### src/eps_defines.svh
// Named constants of the exception priority sequencer.
// Assumes inclusion by bare name from the package and the sequencer.
`ifndef EPS_DEFINES_SVH
`define EPS_DEFINES_SVH

// ----------------------------------------------------------------------
// Vector numbers
// ----------------------------------------------------------------------
`define EPS_VEC_POR 8'h00
`define EPS_VEC_MAN_RST 8'h02
`define EPS_VEC_GEN_ILL 8'h04
`define EPS_VEC_SLOT_ILL 8'h06
`define EPS_VEC_CPU_AE 8'h09
`define EPS_VEC_XFER_AE 8'h0A
`define EPS_VEC_NMI 8'h0B
`define EPS_VEC_UBREAK 8'h0C
`define EPS_VEC_TRAP_BASE 8'h20
`define EPS_VEC_IRQ_BASE 8'h40

// ----------------------------------------------------------------------
// Address and mask values
// ----------------------------------------------------------------------
`define EPS_VEC_SHIFT 2
`define EPS_MASK_ALL 4'hF
`define EPS_BASE_RESET 32'h0000_0000
`define EPS_UBREAK_LEVEL 4'hF
`define EPS_TRAP_IDX_W 5

`endif

### src/eps_pkg.sv
// Types shared by the exception priority sequencer and its slot checker.
// Assumes the defines header sits beside this file.
`include "eps_defines.svh"

package eps_pkg;

   // Opcode kinds as the pipeline decoder reports them
   typedef enum logic [3:0] {
      OP_OTHER, OP_UNDEF, OP_TRAP,
      OP_JUMP, OP_JUMP_SUB, OP_BRANCH, OP_BRANCH_SUB, OP_RETURN, OP_EXC_RETURN,
      OP_FALSE_DELAYED, OP_TRUE_DELAYED, OP_FAR_SUB_BRANCH, OP_FAR_BRANCH,
      OP_TRUE_BRANCH, OP_FALSE_BRANCH
   } eps_op_e;

   // Exception classes in priority order
   typedef enum logic [2:0] {
      CLS_NONE, CLS_POR, CLS_MAN_RST, CLS_ADDR_ERR, CLS_INTERRUPT, CLS_INSTR
   } eps_cls_e;

   typedef enum logic [1:0] {ST_HOLD, ST_IDLE, ST_WAIT, ST_BUSY} eps_state_e;

   // Start of an exception sequence
   typedef struct packed {
      logic valid;
      eps_cls_e cls;
      logic [7:0] vec;
      logic [31:0] addr;
      logic push_ctx;
      logic mask_load;
      logic [3:0] level;
   } eps_start_s;

   // One acknowledge bit per request source
   typedef struct packed {
      logic cpu_ae;
      logic xfer_ae;
      logic nmi;
      logic ubreak;
      logic [7:0] irq;
      logic per;
   } eps_ack_s;

   // Delayed branches that open a delay slot
   function automatic logic eps_is_delayed(input eps_op_e op);
      eps_is_delayed = op inside {OP_JUMP, OP_JUMP_SUB, OP_BRANCH, OP_BRANCH_SUB,
         OP_RETURN, OP_EXC_RETURN, OP_FALSE_DELAYED, OP_TRUE_DELAYED,
         OP_FAR_SUB_BRANCH, OP_FAR_BRANCH};
   endfunction

   // Everything that rewrites the program counter
   function automatic logic eps_rewrites_pc(input eps_op_e op);
      eps_rewrites_pc = eps_is_delayed(op) ||
         (op inside {OP_TRUE_BRANCH, OP_FALSE_BRANCH, OP_TRAP});
   endfunction

endpackage

### src/eps_slot_check.sv
// Delay-slot tracker and instruction-exception classifier.
// Assumes one decode strobe per instruction from the pipeline.
`timescale 1ns/100ps

module eps_slot_check
   import eps_pkg::*;
(
   input wire logic sys_clk_i, // System clock
   input wire logic rst_b_i, // Async reset, active low
   input wire logic dec_valid_i, // Instruction decoded this cycle
   input wire eps_pkg::eps_op_e dec_op_i, // Decoded opcode kind
   input wire logic flush_i, // Exception start flushes slot
   output logic trap_o, // Trap decoded outside a slot
   output logic gen_ill_o, // Undefined code outside a slot
   output logic slot_ill_o // Illegal code inside a slot
);
   import eps_pkg::*;

   typedef struct packed {
      logic in_slot;
   } eps_slot_s;

   eps_slot_s q, d;

   // ---------------------------------------------------------------
   // Classification
   // ---------------------------------------------------------------
   always_comb
   begin
      d = q;
      trap_o = dec_valid_i && !q.in_slot && (dec_op_i == OP_TRAP); // RULE9
      gen_ill_o = dec_valid_i && !q.in_slot && (dec_op_i == OP_UNDEF); // RULE10
      slot_ill_o = dec_valid_i && q.in_slot &&
         ((dec_op_i == OP_UNDEF) || eps_rewrites_pc(dec_op_i)); // RULE11 RULE13
      // Delayed branch opens the slot for the next decode
      if (flush_i)
      begin
         d.in_slot = 1'b0;
      end
      else if (dec_valid_i)
      begin
         d.in_slot = !q.in_slot && eps_is_delayed(dec_op_i); // RULE12
      end
   end

   // State register
   always_ff @(posedge sys_clk_i or negedge rst_b_i)
   begin
      if (!rst_b_i)
      begin
         q <= '0;
      end
      else
      begin
         q <= d;
      end
   end

endmodule // eps_slot_check

### src/eps_sequencer.sv
// Exception priority sequencer: arbitrates resets, address errors,
// interrupts and instruction exceptions and times their start.
// Assumes the pipeline reports decode, completion and sequence end,
// and that requesters hold requests until acknowledged.
//
// Behaviour
// (RULE1) Four classes: reset, address, interrupt, instruction
// (RULE2) Simultaneous requests served singly, highest first
// (RULE3) Class order: POR, manual, CPU, transfer, int, instr
// (RULE4) NMI, user break, external, peripheral
// (RULE5) Trap, general illegal, slot illegal
// (RULE6) Power-on reset starts on pin rise
// (RULE7) Manual reset rise with power-on pin high
// (RULE8) Address/interrupt at decode, start after completion
// (RULE9) Trap starts by executing the trap itself
// (RULE10) Undefined code outside slot: general illegal
// (RULE11) Undefined or PC-rewrite in slot: slot illegal
// (RULE12) Ten delayed branches open a delay slot
// (RULE13) Slot-illegal set: delayed, conditional branches, trap
// (RULE14) Address: base plus vector times four; resets unbased
// (RULE15) After reset: base zero, mask all ones
// (RULE16) Push context; only interrupts load mask
// (RULE17) Trap vectors 32-63, external 64-71
// (RULE18) Reset abandons any running sequence at once
// (RULE19) Requesters hold requests until acknowledged
`timescale 1ns/100ps
`include "eps_defines.svh"

module eps_sequencer
   import eps_pkg::*;
(
   input wire logic sys_clk_i, // System clock, 200 MHz
   input wire logic rst_b_i, // Async reset, active low
   input wire logic power_on_reset_pin_b_i, // Power-on reset pin, low active
   input wire logic manual_reset_pin_b_i, // Manual reset pin, low active
   input wire logic dec_valid_i, // Instruction decoded
   input wire eps_pkg::eps_op_e dec_op_i, // Decoded opcode kind
   input wire logic [7:0] dec_imm_i, // Trap immediate
   input wire logic exec_done_i, // Executing instruction finished
   input wire logic seq_done_i, // Pipeline ended exception sequence
   input wire logic cpu_addr_err_i, // CPU address error request
   input wire logic xfer_addr_err_i, // Transfer address error request
   input wire logic nmi_i, // Non-maskable interrupt request
   input wire logic ubreak_i, // User break request
   input wire logic [7:0] irq_i, // External interrupt requests
   input wire logic [7:0][3:0] irq_level_i, // Level of each external request
   input wire logic per_req_i, // Peripheral interrupt request
   input wire logic [3:0] per_level_i, // Peripheral request level
   input wire logic [7:0] per_vec_i, // Peripheral vector number
   input wire logic mask_wr_i, // Software writes mask field
   input wire logic [3:0] mask_wdata_i, // New mask field
   input wire logic base_wr_i, // Software writes vector base
   input wire logic [31:0] base_wdata_i, // New vector base
   output eps_pkg::eps_start_s start_o, // Exception start, one-cycle valid
   output eps_pkg::eps_ack_s ack_o, // Request acknowledges, pulses
   output logic [31:0] vector_base_o, // Vector base register
   output logic [3:0] interrupt_mask_field_o, // Status word mask field
   output logic busy_o // Reset held, exception waiting for completion or sequence running
);
   import eps_pkg::*;

   typedef struct packed {
      eps_state_e st;
      logic [2:0] por_sync;
      logic [2:0] man_sync;
      eps_start_s pend;
      eps_ack_s pend_ack;
      eps_start_s out;
      eps_ack_s ack;
      logic [31:0] base;
      logic [3:0] mask;
      logic busy;
   } eps_top_s;

   eps_top_s q, d;
   logic trap_dec, gen_ill_dec, slot_ill_dec;

   // ---------------------------------------------------------------
   // Instruction classifier
   // ---------------------------------------------------------------
   eps_slot_check u_slot (
      .sys_clk_i (sys_clk_i),
      .rst_b_i (rst_b_i),
      .dec_valid_i (dec_valid_i),
      .dec_op_i (dec_op_i),
      .flush_i (q.out.valid),
      .trap_o (trap_dec),
      .gen_ill_o (gen_ill_dec),
      .slot_ill_o (slot_ill_dec)
   );

   // ---------------------------------------------------------------
   // Helpers
   // ---------------------------------------------------------------
   // Build a start record with its vector table address
   function automatic eps_start_s mk_start(input eps_cls_e cls, input logic [7:0] vec,
                                           input logic [3:0] lvl, input logic [31:0] base);
      logic rst;
      logic [31:0] off;
      rst = (cls == CLS_POR) || (cls == CLS_MAN_RST);
      off = 32'(vec) << `EPS_VEC_SHIFT;
      mk_start.valid = 1'b1;
      mk_start.cls = cls;
      mk_start.vec = vec;
      mk_start.addr = rst ? off : base + off; // RULE14
      mk_start.push_ctx = !rst; // RULE16
      mk_start.mask_load = (cls == CLS_INTERRUPT); // RULE16
      mk_start.level = lvl;
   endfunction

   // Lowest-numbered external request above the mask
   function automatic logic [3:0] pick_irq(input logic [7:0] req,
                                           input logic [7:0][3:0] lvl,
                                           input logic [3:0] mask);
      pick_irq = 4'h8;
      for (int i = 7; i >= 0; i--)
      begin
         if (req[i] && (lvl[i] > mask))
         begin
            pick_irq = 4'(i);
         end
      end
   endfunction

   // ---------------------------------------------------------------
   // Next state
   // ---------------------------------------------------------------
   always_comb
   begin
      logic por_high, por_rise, man_low, man_rise;
      logic [3:0] irq_sel;
      por_high = 1'b0;
      por_rise = 1'b0;
      man_low = 1'b0;
      man_rise = 1'b0;
      irq_sel = 4'h0;
      d = q;
      d.out = '0;
      d.ack = '0;
      // Pin synchronisers and edge detect on the second stage
      d.por_sync = {q.por_sync[1:0], power_on_reset_pin_b_i};
      d.man_sync = {q.man_sync[1:0], manual_reset_pin_b_i};
      por_high = q.por_sync[1];
      por_rise = q.por_sync[1] && !q.por_sync[2]; // RULE6
      man_low = !q.man_sync[1];
      man_rise = q.man_sync[1] && !q.man_sync[2] && por_high; // RULE7
      irq_sel = pick_irq(irq_i, irq_level_i, q.mask);
      if (!por_high || man_low)
      begin
         d.st = ST_HOLD; // RULE18
         d.busy = 1'b1;
         d.pend = '0;
         d.pend_ack = '0;
      end
      else if (por_rise)
      begin
         d.out = mk_start(CLS_POR, `EPS_VEC_POR, `EPS_MASK_ALL, q.base); // RULE3
         d.st = ST_BUSY;
         d.busy = 1'b1;
      end
      else if (man_rise)
      begin
         d.out = mk_start(CLS_MAN_RST, `EPS_VEC_MAN_RST, `EPS_MASK_ALL, q.base); // RULE3
         d.st = ST_BUSY;
         d.busy = 1'b1;
      end
      else
      begin
         // Software writes to the status mask and vector base
         if (mask_wr_i)
         begin
            d.mask = mask_wdata_i;
         end
         if (base_wr_i)
         begin
            d.base = base_wdata_i;
         end
         unique case (q.st)
            ST_HOLD:
            begin
               d.st = ST_IDLE;
               d.busy = 1'b0;
            end
            ST_IDLE:
            begin
               // Decode-time arbitration, one winner per decode
               if (dec_valid_i) // RULE1 RULE2 RULE8
               begin
                  d.st = ST_WAIT;
                  d.busy = 1'b1;
                  d.pend_ack = '0;
                  if (cpu_addr_err_i) // RULE3
                  begin
                     d.pend = mk_start(CLS_ADDR_ERR, `EPS_VEC_CPU_AE, 4'h0, q.base);
                     d.pend_ack.cpu_ae = 1'b1;
                  end
                  else if (xfer_addr_err_i)
                  begin
                     d.pend = mk_start(CLS_ADDR_ERR, `EPS_VEC_XFER_AE, 4'h0, q.base);
                     d.pend_ack.xfer_ae = 1'b1;
                  end
                  else if (nmi_i) // RULE4
                  begin
                     d.pend = mk_start(CLS_INTERRUPT, `EPS_VEC_NMI, `EPS_MASK_ALL, q.base);
                     d.pend_ack.nmi = 1'b1;
                  end
                  else if (ubreak_i && (`EPS_UBREAK_LEVEL > q.mask)) // RULE4
                  begin
                     d.pend = mk_start(CLS_INTERRUPT, `EPS_VEC_UBREAK, `EPS_UBREAK_LEVEL,
                                       q.base);
                     d.pend_ack.ubreak = 1'b1;
                  end
                  else if (!irq_sel[3]) // RULE4 RULE17
                  begin
                     d.pend = mk_start(CLS_INTERRUPT, `EPS_VEC_IRQ_BASE | {5'h00, irq_sel[2:0]},
                                       irq_level_i[irq_sel[2:0]], q.base);
                     d.pend_ack.irq[irq_sel[2:0]] = 1'b1;
                  end
                  else if (per_req_i && (per_level_i > q.mask)) // RULE4
                  begin
                     d.pend = mk_start(CLS_INTERRUPT, per_vec_i, per_level_i, q.base);
                     d.pend_ack.per = 1'b1;
                  end
                  else if (trap_dec) // RULE5 RULE9 RULE17
                  begin
                     d.pend = mk_start(CLS_INSTR, `EPS_VEC_TRAP_BASE |
                        {3'h0, dec_imm_i[`EPS_TRAP_IDX_W-1:0]}, 4'h0, q.base);
                  end
                  else if (gen_ill_dec) // RULE5 RULE10
                  begin
                     d.out = mk_start(CLS_INSTR, `EPS_VEC_GEN_ILL, 4'h0, q.base);
                     d.st = ST_BUSY;
                  end
                  else if (slot_ill_dec) // RULE5 RULE11
                  begin
                     d.out = mk_start(CLS_INSTR, `EPS_VEC_SLOT_ILL, 4'h0, q.base);
                     d.st = ST_BUSY;
                  end
                  else
                  begin
                     d.st = ST_IDLE;
                     d.busy = 1'b0;
                  end
               end
            end
            ST_WAIT:
            begin
               // Start once the running instruction completes
               if (exec_done_i) // RULE8 RULE19
               begin
                  d.out = q.pend;
                  d.ack = q.pend_ack;
                  d.st = ST_BUSY;
               end
            end
            ST_BUSY:
            begin
               // Sequence end: reset init or interrupt mask load
               if (seq_done_i)
               begin
                  d.st = ST_IDLE;
                  d.busy = 1'b0;
                  if ((q.pend.cls == CLS_POR) || (q.pend.cls == CLS_MAN_RST))
                  begin
                     d.base = `EPS_BASE_RESET; // RULE15
                     d.mask = `EPS_MASK_ALL; // RULE15
                  end
                  else if (q.pend.mask_load)
                  begin
                     d.mask = q.pend.level; // RULE16
                  end
               end
            end
         endcase
      end
      // Remember what was started for the end-of-sequence update
      if (d.out.valid)
      begin
         d.pend = d.out;
      end
   end

   // State register
   always_ff @(posedge sys_clk_i or negedge rst_b_i)
   begin
      if (!rst_b_i)
      begin
         q <= '0;
      end
      else
      begin
         q <= d;
      end
   end

   // Outputs straight from the state register
   assign start_o = q.out;
   assign ack_o = q.ack;
   assign vector_base_o = q.base;
   assign interrupt_mask_field_o = q.mask;
   assign busy_o = q.busy;

endmodule // eps_sequencer

### config.mk
export PLATFORM = sky130hd
export DESIGN_NAME = eps_sequencer
export DESIGN_NICKNAME = d
export VERILOG_FILES = /design/src/eps_pkg.sv /design/src/eps_slot_check.sv /design/src/eps_sequencer.sv
export VERILOG_INCLUDE_DIRS = /design/src /design/src/src
export SDC_FILE = /design/constraint.sdc
export NUM_CORES = 1
export LEC_CHECK = 0
export BUFFER_PORTS_ARGS = -buffer_cell sky130_fd_sc_hd__buf_2
export CAP_MARGIN = 0
export CELL_PAD_IN_SITES_DETAIL_PLACEMENT = 1
export CELL_PAD_IN_SITES_GLOBAL_PLACEMENT = 1
export CORE_ASPECT_RATIO = 1.4
export CORE_MARGIN = 2
export CORE_UTILIZATION = 25
export CTS_BUF_LIST = sky130_fd_sc_hd__clkbuf_4 sky130_fd_sc_hd__clkbuf_8
export DETAILED_ROUTE_END_ITERATION = 10
export HOLD_SLACK_MARGIN = 0.06
export PLACE_DENSITY = 0.51
export RECOVER_POWER = 50
export SKIP_CTS_REPAIR_TIMING = 1
export SLEW_MARGIN = 20
export SYNTH_ARGS = -nofsm -noshare
export SYNTH_HDL_FRONTEND = slang
export SYNTH_SLANG_ARGS = --single-unit
### constraint.sdc
create_clock -name sys_clk_i -period 6.88 [get_ports sys_clk_i]
set_clock_uncertainty 0.15 [all_clocks]
set_input_delay 1.72 -clock sys_clk_i [delete_from_list [all_inputs] [get_ports sys_clk_i]]
set_output_delay 1.72 -clock sys_clk_i [all_outputs]
set_load 0.005 [all_outputs]
### After elaboration in Yosys (flattened, before gate mapping)

Index checks and enable logic that the tools add are counted.

* reduce and logical (&&, ||, !) cells: 43
* bitwise operators: 3
* $add $sub $neg: 9
* equal/unequal tests: 27
* $lt $le $gt $ge: 12
* mux-type cells: 87

Operator list (number)
* $mux 50: 14
* $mux 63: 5
* $add 32x6->32 const B: 4
* $mux 113: 1
* $pmux 50 s2: 1
* $mux 99: 1
* $mux 49: 2
* $add 32x5->32 const B: 2
* $mux 32: 2
* $mux 62: 1
* $mux 61: 1
* $mux 60: 1
* $mux 59: 1
* $mux 51: 1
* $mux 4: 12
* $mux 37: 1
* $gt 4x4->1: 9
* $mux 36: 1
* $add 32x10->32: 1
* $add 32x8->32: 1
* $add 32x9->32: 1
* $mux 2: 15
* $eq 4x4->1 const B: 7
* $mux 1: 21
* other kinds (32): 75

* word-level logic and storage cells: 214
* bits in registers: 172
* output and inout bits: 100

### Depth between registers and ports, before layout

* word-level depth: 26
* mapped depth: 20

### By module

Synthesis repeated with hierarchy kept, for this count alone.

* cell total of the unflattened synthesis: 1425
* area total of the unflattened synthesis: 12160.4 um^2

By module, submodules not included
* eps_sequencer: cells each 1413, area an instance 12034.0 um^2, times used 1, seq. area each 4279.1 um^2
* eps_slot_check: cells each 12, area an instance 126.4 um^2, times used 1, seq. area each 25.0 um^2

### Worst setup path after synthesis

Ideal clock, no wire load.

* kind: input to register
* from: input irq_level_i[3] (netlist bit)
* to: register q[149] (netlist bit)
* setup time: 0.087 ns
* stages: 19
* arrival: 5.851 ns
* setup slack: 0.792 ns
* required time: 6.643 ns
* cell sequence: ha_1 > and4b_1 > a211oi_1 > o22ai_1 > nor3_1 > clkbuf_1 > nand2_1 > o21ai_0 > ha_1 > inv_1 > fa_1 > nor2b_1 > o31a_1 > o221a_2 > o21ai_1 > a211oi_1 > nand4_1 > xor2_1 > o211ai_1

* word-level cells in the longest chain between the ends: 15
* elaborated cells between the ends (all ways): 30
* classes of those cells: add/sub: 1; order compare: 1; eq/ne: 3; mux: 21; reduce/logical: 4

RTL lines
* start, declared: line eps_sequencer.sv:46 `input wire logic [7:0][3:0] irq_level_i,`
* $gt 4x4->1 *: line eps_sequencer.sv:118 `if (req[i] && (lvl[i] > mask))`
* $logic_and 1x1->1 *: line eps_sequencer.sv:118
* $mux 4 *: line eps_sequencer.sv:118
* $add 32x9->32 / $mux 51 (equally long branches): line eps_sequencer.sv:105, eps_sequencer.sv:213
* $mux 50 / $mux 59 (equally long branches): line eps_sequencer.sv:213, eps_sequencer.sv:207
* $mux 50 / $mux 60 (equally long branches): line eps_sequencer.sv:207, eps_sequencer.sv:202
* $mux 50 / $mux 61 (equally long branches): line eps_sequencer.sv:202, eps_sequencer.sv:197
* $mux 50 / $mux 62 (equally long branches): line eps_sequencer.sv:197, eps_sequencer.sv:192
* $mux 50 / $mux 113 (equally long branches): line eps_sequencer.sv:192, eps_sequencer.sv:187
* $mux 113 / $pmux 50 s2 (equally long branches): line eps_sequencer.sv:187, eps_sequencer.sv:178
* $mux 63 / $mux 50 (equally long branches): line eps_sequencer.sv:178, eps_sequencer.sv:161
* $mux 63 / $mux 50 (equally long branches): line eps_sequencer.sv:161, eps_sequencer.sv:155
* $mux 63 / $mux 99 (equally long branches): line eps_sequencer.sv:155, eps_sequencer.sv:148
* $mux 63, or another cell as far along: line eps_sequencer.sv:148 `if (!por_high || man_low)`
* $mux 50 / $reduce_and 5->1 (equally long branches)
* end signal, assigned: line eps_sequencer.sv:288 `q <= '0;`
* end signal, assigned: line eps_sequencer.sv:292 `q <= d;`
* end, declared: line eps_sequencer.sv:75 `eps_top_s q, d;`

Mark *: on every way between the ends. The rest lies on a longest branch, timed or not. The select of a mux whose other input is x is not followed.
A chain may end at the register's enable or synchronous reset.

### Worst setup path in the final report

* from: input irq_level_i[26] (netlist bit)
* to: register q[149] (netlist bit)

* word-level cells in the longest chain between the ends: 21
* elaborated cells between the ends (all ways): 36
* classes of those cells: add/sub: 1; order compare: 1; eq/ne: 3; mux: 27; reduce/logical: 4

RTL lines (line)
* $gt 4x4->1 *: eps_sequencer.sv:118
* $logic_and 1x1->1 *: eps_sequencer.sv:118
* $mux 4 * (7 in series): eps_sequencer.sv:118
* $add 32x9->32 / $mux 51 (equally long branches): eps_sequencer.sv:105, eps_sequencer.sv:213
* $mux 50 / $mux 59 (equally long branches): eps_sequencer.sv:213, eps_sequencer.sv:207
* $mux 50 / $mux 60 (equally long branches): eps_sequencer.sv:207, eps_sequencer.sv:202
* $mux 50 / $mux 61 (equally long branches): eps_sequencer.sv:202, eps_sequencer.sv:197
* $mux 50 / $mux 62 (equally long branches): eps_sequencer.sv:197, eps_sequencer.sv:192
* $mux 50 / $mux 113 (equally long branches): eps_sequencer.sv:192, eps_sequencer.sv:187
* $mux 113 / $pmux 50 s2 (equally long branches): eps_sequencer.sv:187, eps_sequencer.sv:178
* $mux 63 / $mux 50 (equally long branches): eps_sequencer.sv:178, eps_sequencer.sv:161
* $mux 63 / $mux 50 (equally long branches): eps_sequencer.sv:161, eps_sequencer.sv:155
* $mux 63 / $mux 99 (equally long branches): eps_sequencer.sv:155, eps_sequencer.sv:148
* $mux 63, or another cell as far along: eps_sequencer.sv:148
* $mux 50 / $reduce_and 5->1 (equally long branches)

Marks and branches as above.

==> flow_results.org <==
** Place
- Final estimated routing congestion in global placement :: 0.879
- Count of port buffers added during placement :: 210
- Placed wire-length estimate :: 40.2 mm

** GRT
- The first global-routing pass estimated 77.8 mm of wire.
- Global routing finished with a remaining overflow of 0.
- The number of antenna violations at the first check in global routing came to 0.
- Entering global routing, the biggest net connects 91 pins.
- Gr usage total :: 20.6%
- The number of global-route vias before repair was 12100.

** Outcome
- Result of the run :: finished with violations
- Failing checks :: max-capacitance violations, max-slew violations

** STA
- For the final routed database, the setup TNS stands at 0 ns.
- Setup violations remaining at the end of the flow were counted as 0.
- The clock period could shrink to 6.04 ns.
- Static timing analysis puts the maximum clock frequency at 0.165 GHz.
- Unrepaired setup endpoints after global routing :: false
- Final Hold Vio Count :: 0
- The tightest hold path in the finished design has a slack of 0.212 ns.
- The worst path uses 87.9% of the clock period.
- The number of max-slew violations in the final report was 124.
- At the pin with the least slew margin, the transition time is 4.44 ns.
- Measured against its own limit, the worst slew margin works out to -196%.

** Pwr
- Peak VDD IR :: 133 uV
- Power Dens Cells :: 222 nW/um^2
- Total leakage power :: 6.25 nW

** Finish
- Leaving out fill and tap cells, the most frequent cell in the layout is sky130_fd_sc_hd__nand2_1.
- At the end of the flow, the number of nets in the layout was 1724.
- Registers take 4300 sq um.
- In the final layout, the share of cells above drive strength 1 is 19.4%.
- Area used by multi-input combinational logic :: 6770 sq um
- Fillers :: 5894
- Number of diodes added for antenna fixing :: 0
- Area delta synth->final :: 11.2%
- Highest-count cells in the layout ignoring fill and taps :: 207 x sky130_fd_sc_hd__nand2_1, 206 x sky130_fd_sc_hd__buf_2, 172 x sky130_fd_sc_hd__dfrtp_1

** Synth
- Of all flip-flops after synthesis, the portion carrying an async set or reset was 100%.
- Top_reg_cell synth :: sky130_fd_sc_hd__dfrtp_1
- Number of synthesized flops with an enable pin :: 0
- Post-synthesis share of cell area spent on full adders, half adders and majority gates :: 5.94%
- Yosys mapped the design onto 83 distinct sky130hd cell types.
- After Yosys synthesis, XOR and XNOR cells account for 3.55% of the synthesized area.
- The number of nets in the synthesized netlist is 1650.
- After synthesis, the largest family of logic cells by area is compound AO/OA/AOI/OAI gates.
- Post-Synthesis Mean Instance Area :: 8.35 sq um
- Share of the yosys chip area belonging to registers :: 34.9%
- Simple-gate area share of the yosys netlist :: 20.4%
- Summing the areas of all compound-gate instances in the mapped netlist gives 22.7% of the synthesized area.
- After synthesis the netlist holds a flip-flop and latch count of 172.
- Summing every instance area after synthesis gives 12300 sq um.
- Synth area leader :: sky130_fd_sc_hd__dfrtp_1
- Yosys printed 0 warnings.
- The share of synthesized area in the top cell type comes to 34.9%.
- Sorting the synthesized cells by area gives the leading types as sky130_fd_sc_hd__dfrtp_1 35%, sky130_fd_sc_hd__nand2_1 6.3%, sky130_fd_sc_hd__buf_4 6.0%.
- Synthesis produced a netlist whose cell count is 1478.
- The portion of synthesized area spent on multiplexers is 2.16%.

** CTS
- Clock Path Buffers :: 2
- Buffers inserted during clock tree synthesis total 17.
- Clock transition at the registers of the reported paths :: 0.11 ns
- For this design, the sink count on the clock tree is 172.
- For the worst-skew pair, the clock arrives at the later sink with an insertion delay of 0.54 ns.
- Clock tree root buffer cell :: sky130_fd_sc_hd__clkbuf_8
- TritonCTS built the clock tree.
- The H-tree was split into 4 levels.

** Routing
- In the routed design, unresolved DRC markers number 0.
- In the final routed layout, each cell accounts on average for 23.7 um.
- The detailed router finished its first iteration with 519 violations.
- Post-DRT Antenna Nets :: 0
- In the routed layout, each cell is associated on average with a via count of 5.25.
- Vias :: 11600
- Wires add up to 52.2 mm.
- Drt first pass iters :: 5

** Critical path
- CP peak stage delay :: 0.60 ns
- Maximum fanout count along the critical path :: 5
- Crit path capture type :: flop
- Worst setup path category :: input pin to flop
- Data arrival time at the worst-slack endpoint :: 6.35 ns
- STA classifies the critical path startpoint as an input pin.
- Crit-path cells :: buf_2 -> ha_1 -> a21oi_1 -> nor2b_1 -> o311ai_0 -> buf_4 -> a211oi_1 -> o41a_1 -> o21ai_0 -> ha_1 -> inv_1 -> fa_1 -> nor2b_1 -> o31a_1 -> o221a_2 -> o21ai_1 -> a211oi_1 -> nand4_1 -> xor2_1 -> o211ai_1
- CP max stage cell :: sky130_fd_sc_hd__a211oi_1
- Data on the critical path is required at its endpoint by 7.18 ns.

** Die
- The floorplan step defined a die boundary enclosing 51200 sq um.
- Initial core utilization :: 25.2%
- The core region is 48900 sq um.
- The die is 192 um wide.
- Number of cell rows :: 96
- I/O pin count :: 214
- The floorplan step set the die height to 267 um.

** Worst hold path
- The tightest min-delay check is of the flop to flop type.

** Run
- # Max-Cap Violations :: 2
cells by family after synthesis:
family,after synthesis
AO/OA/AOI/OAI,418
XOR/XNOR,50
adder cells (fa/ha/maj),58
buffers and inverters,236
flip-flops,172
multiplexers,26
AND/OR/NAND/NOR,518
flip-flops by register name, indices dropped and copies added, names as in the netlist:
| register | flops |
|---|---|
| interrupt_mask_field_o | 4 |
| q | 67 |
| ack_o | 13 |
| busy_o | 1 |
| u_slot.q | 1 |
| vector_base_o | 32 |
| d | 4 |
| start_o | 50 |
Yosys cell counts, types with 21 or more instances:
master,count
sky130_fd_sc_hd__dfrtp_1,172
sky130_fd_sc_hd__a21oi_1,116
sky130_fd_sc_hd__clkbuf_1,78
sky130_fd_sc_hd__nand2_1,207
sky130_fd_sc_hd__nand3_1,41
sky130_fd_sc_hd__nor2_1,84
sky130_fd_sc_hd__buf_4,99
sky130_fd_sc_hd__nor3_1,22
sky130_fd_sc_hd__inv_1,41
sky130_fd_sc_hd__xor2_1,26
sky130_fd_sc_hd__o211ai_1,27
sky130_fd_sc_hd__and2_1,24
sky130_fd_sc_hd__and3_1,28
sky130_fd_sc_hd__a22o_1,21
sky130_fd_sc_hd__mux2i_1,24
sky130_fd_sc_hd__ha_1,57
sky130_fd_sc_hd__xnor2_1,24
sky130_fd_sc_hd__o21ai_0,82
sky130_fd_sc_hd__nand4_1,31
routing by layer:
metal  routed length (um)  GRT usage [%]
met1                20500           22.7
met2                28500           39.6
met3                 1480           2.17
met4                 1690           8.05
met5                    0              0
report_power, final:
part	total [W]	switching [W]	internal [W]
Sequential	0.00122	0.000148	0.00107
Combinational	0.00111	0.000690	0.000421
Clock	0.000719	0.000436	0.000283
Total	0.00305	0.00127	0.00177
worst max-delay path, delay by kind of cell:
| family | cells | cell delay [ns] |
|---|---|---|
| compound gates | 10 | 2.59 |
| fa+ha+maj | 3 | 0.98 |
| simple gates | 3 | 0.46 |
| buf+inv | 3 | 0.37 |
| xor+xnor | 1 | 0.20 |
worst paths after layout:
kind / cells after the start / start / endpoint / slack (ns)
min in group asynchronous: 1 / rst_b_i / vector_base_o[31] / 2.69
min reg2reg: 0 / d[164] / d[165] / 0.21
max reg2reg: 20 / interrupt_mask_field_o[2] / q[149] / 1.32
min: 0 / d[164] / d[165] / 0.21
max: 20 / irq_level_i[26] / q[149] / 0.84
max in group asynchronous: 1 / rst_b_i / start_o[43] / 1.28
metrics by stage:
step | area (sq um) | setup slack [ns] | instances | power, W | utilization (%)
floorplan | 12300 | 0.792 | 1478 | 0.00192 | -
global placement | 13400 | 0.213 | 2170 | 0.00234 | 27.4
detailed placement | 13400 | 0.222 | 2170 | 0.00236 | 27.4
CTS | 13700 | 0.814 | 2202 | 0.00310 | 28.1
global route | 13700 | 0.423 | 2202 | 0.00325 | 28.1
finish | 13700 | 0.835 | 2202 | 0.00305 | 28.1
area by class of cell:
type                       instances  area share, %
clock inverter                    11          0.620
multi-input combinational       1070           49.3
clock buffer                      21           2.02
timing repair buffer             248           9.66
tap                              637           5.81
sequential                       172           31.4
inverter                          43           1.19
Power figures use the tool's default switching activity.
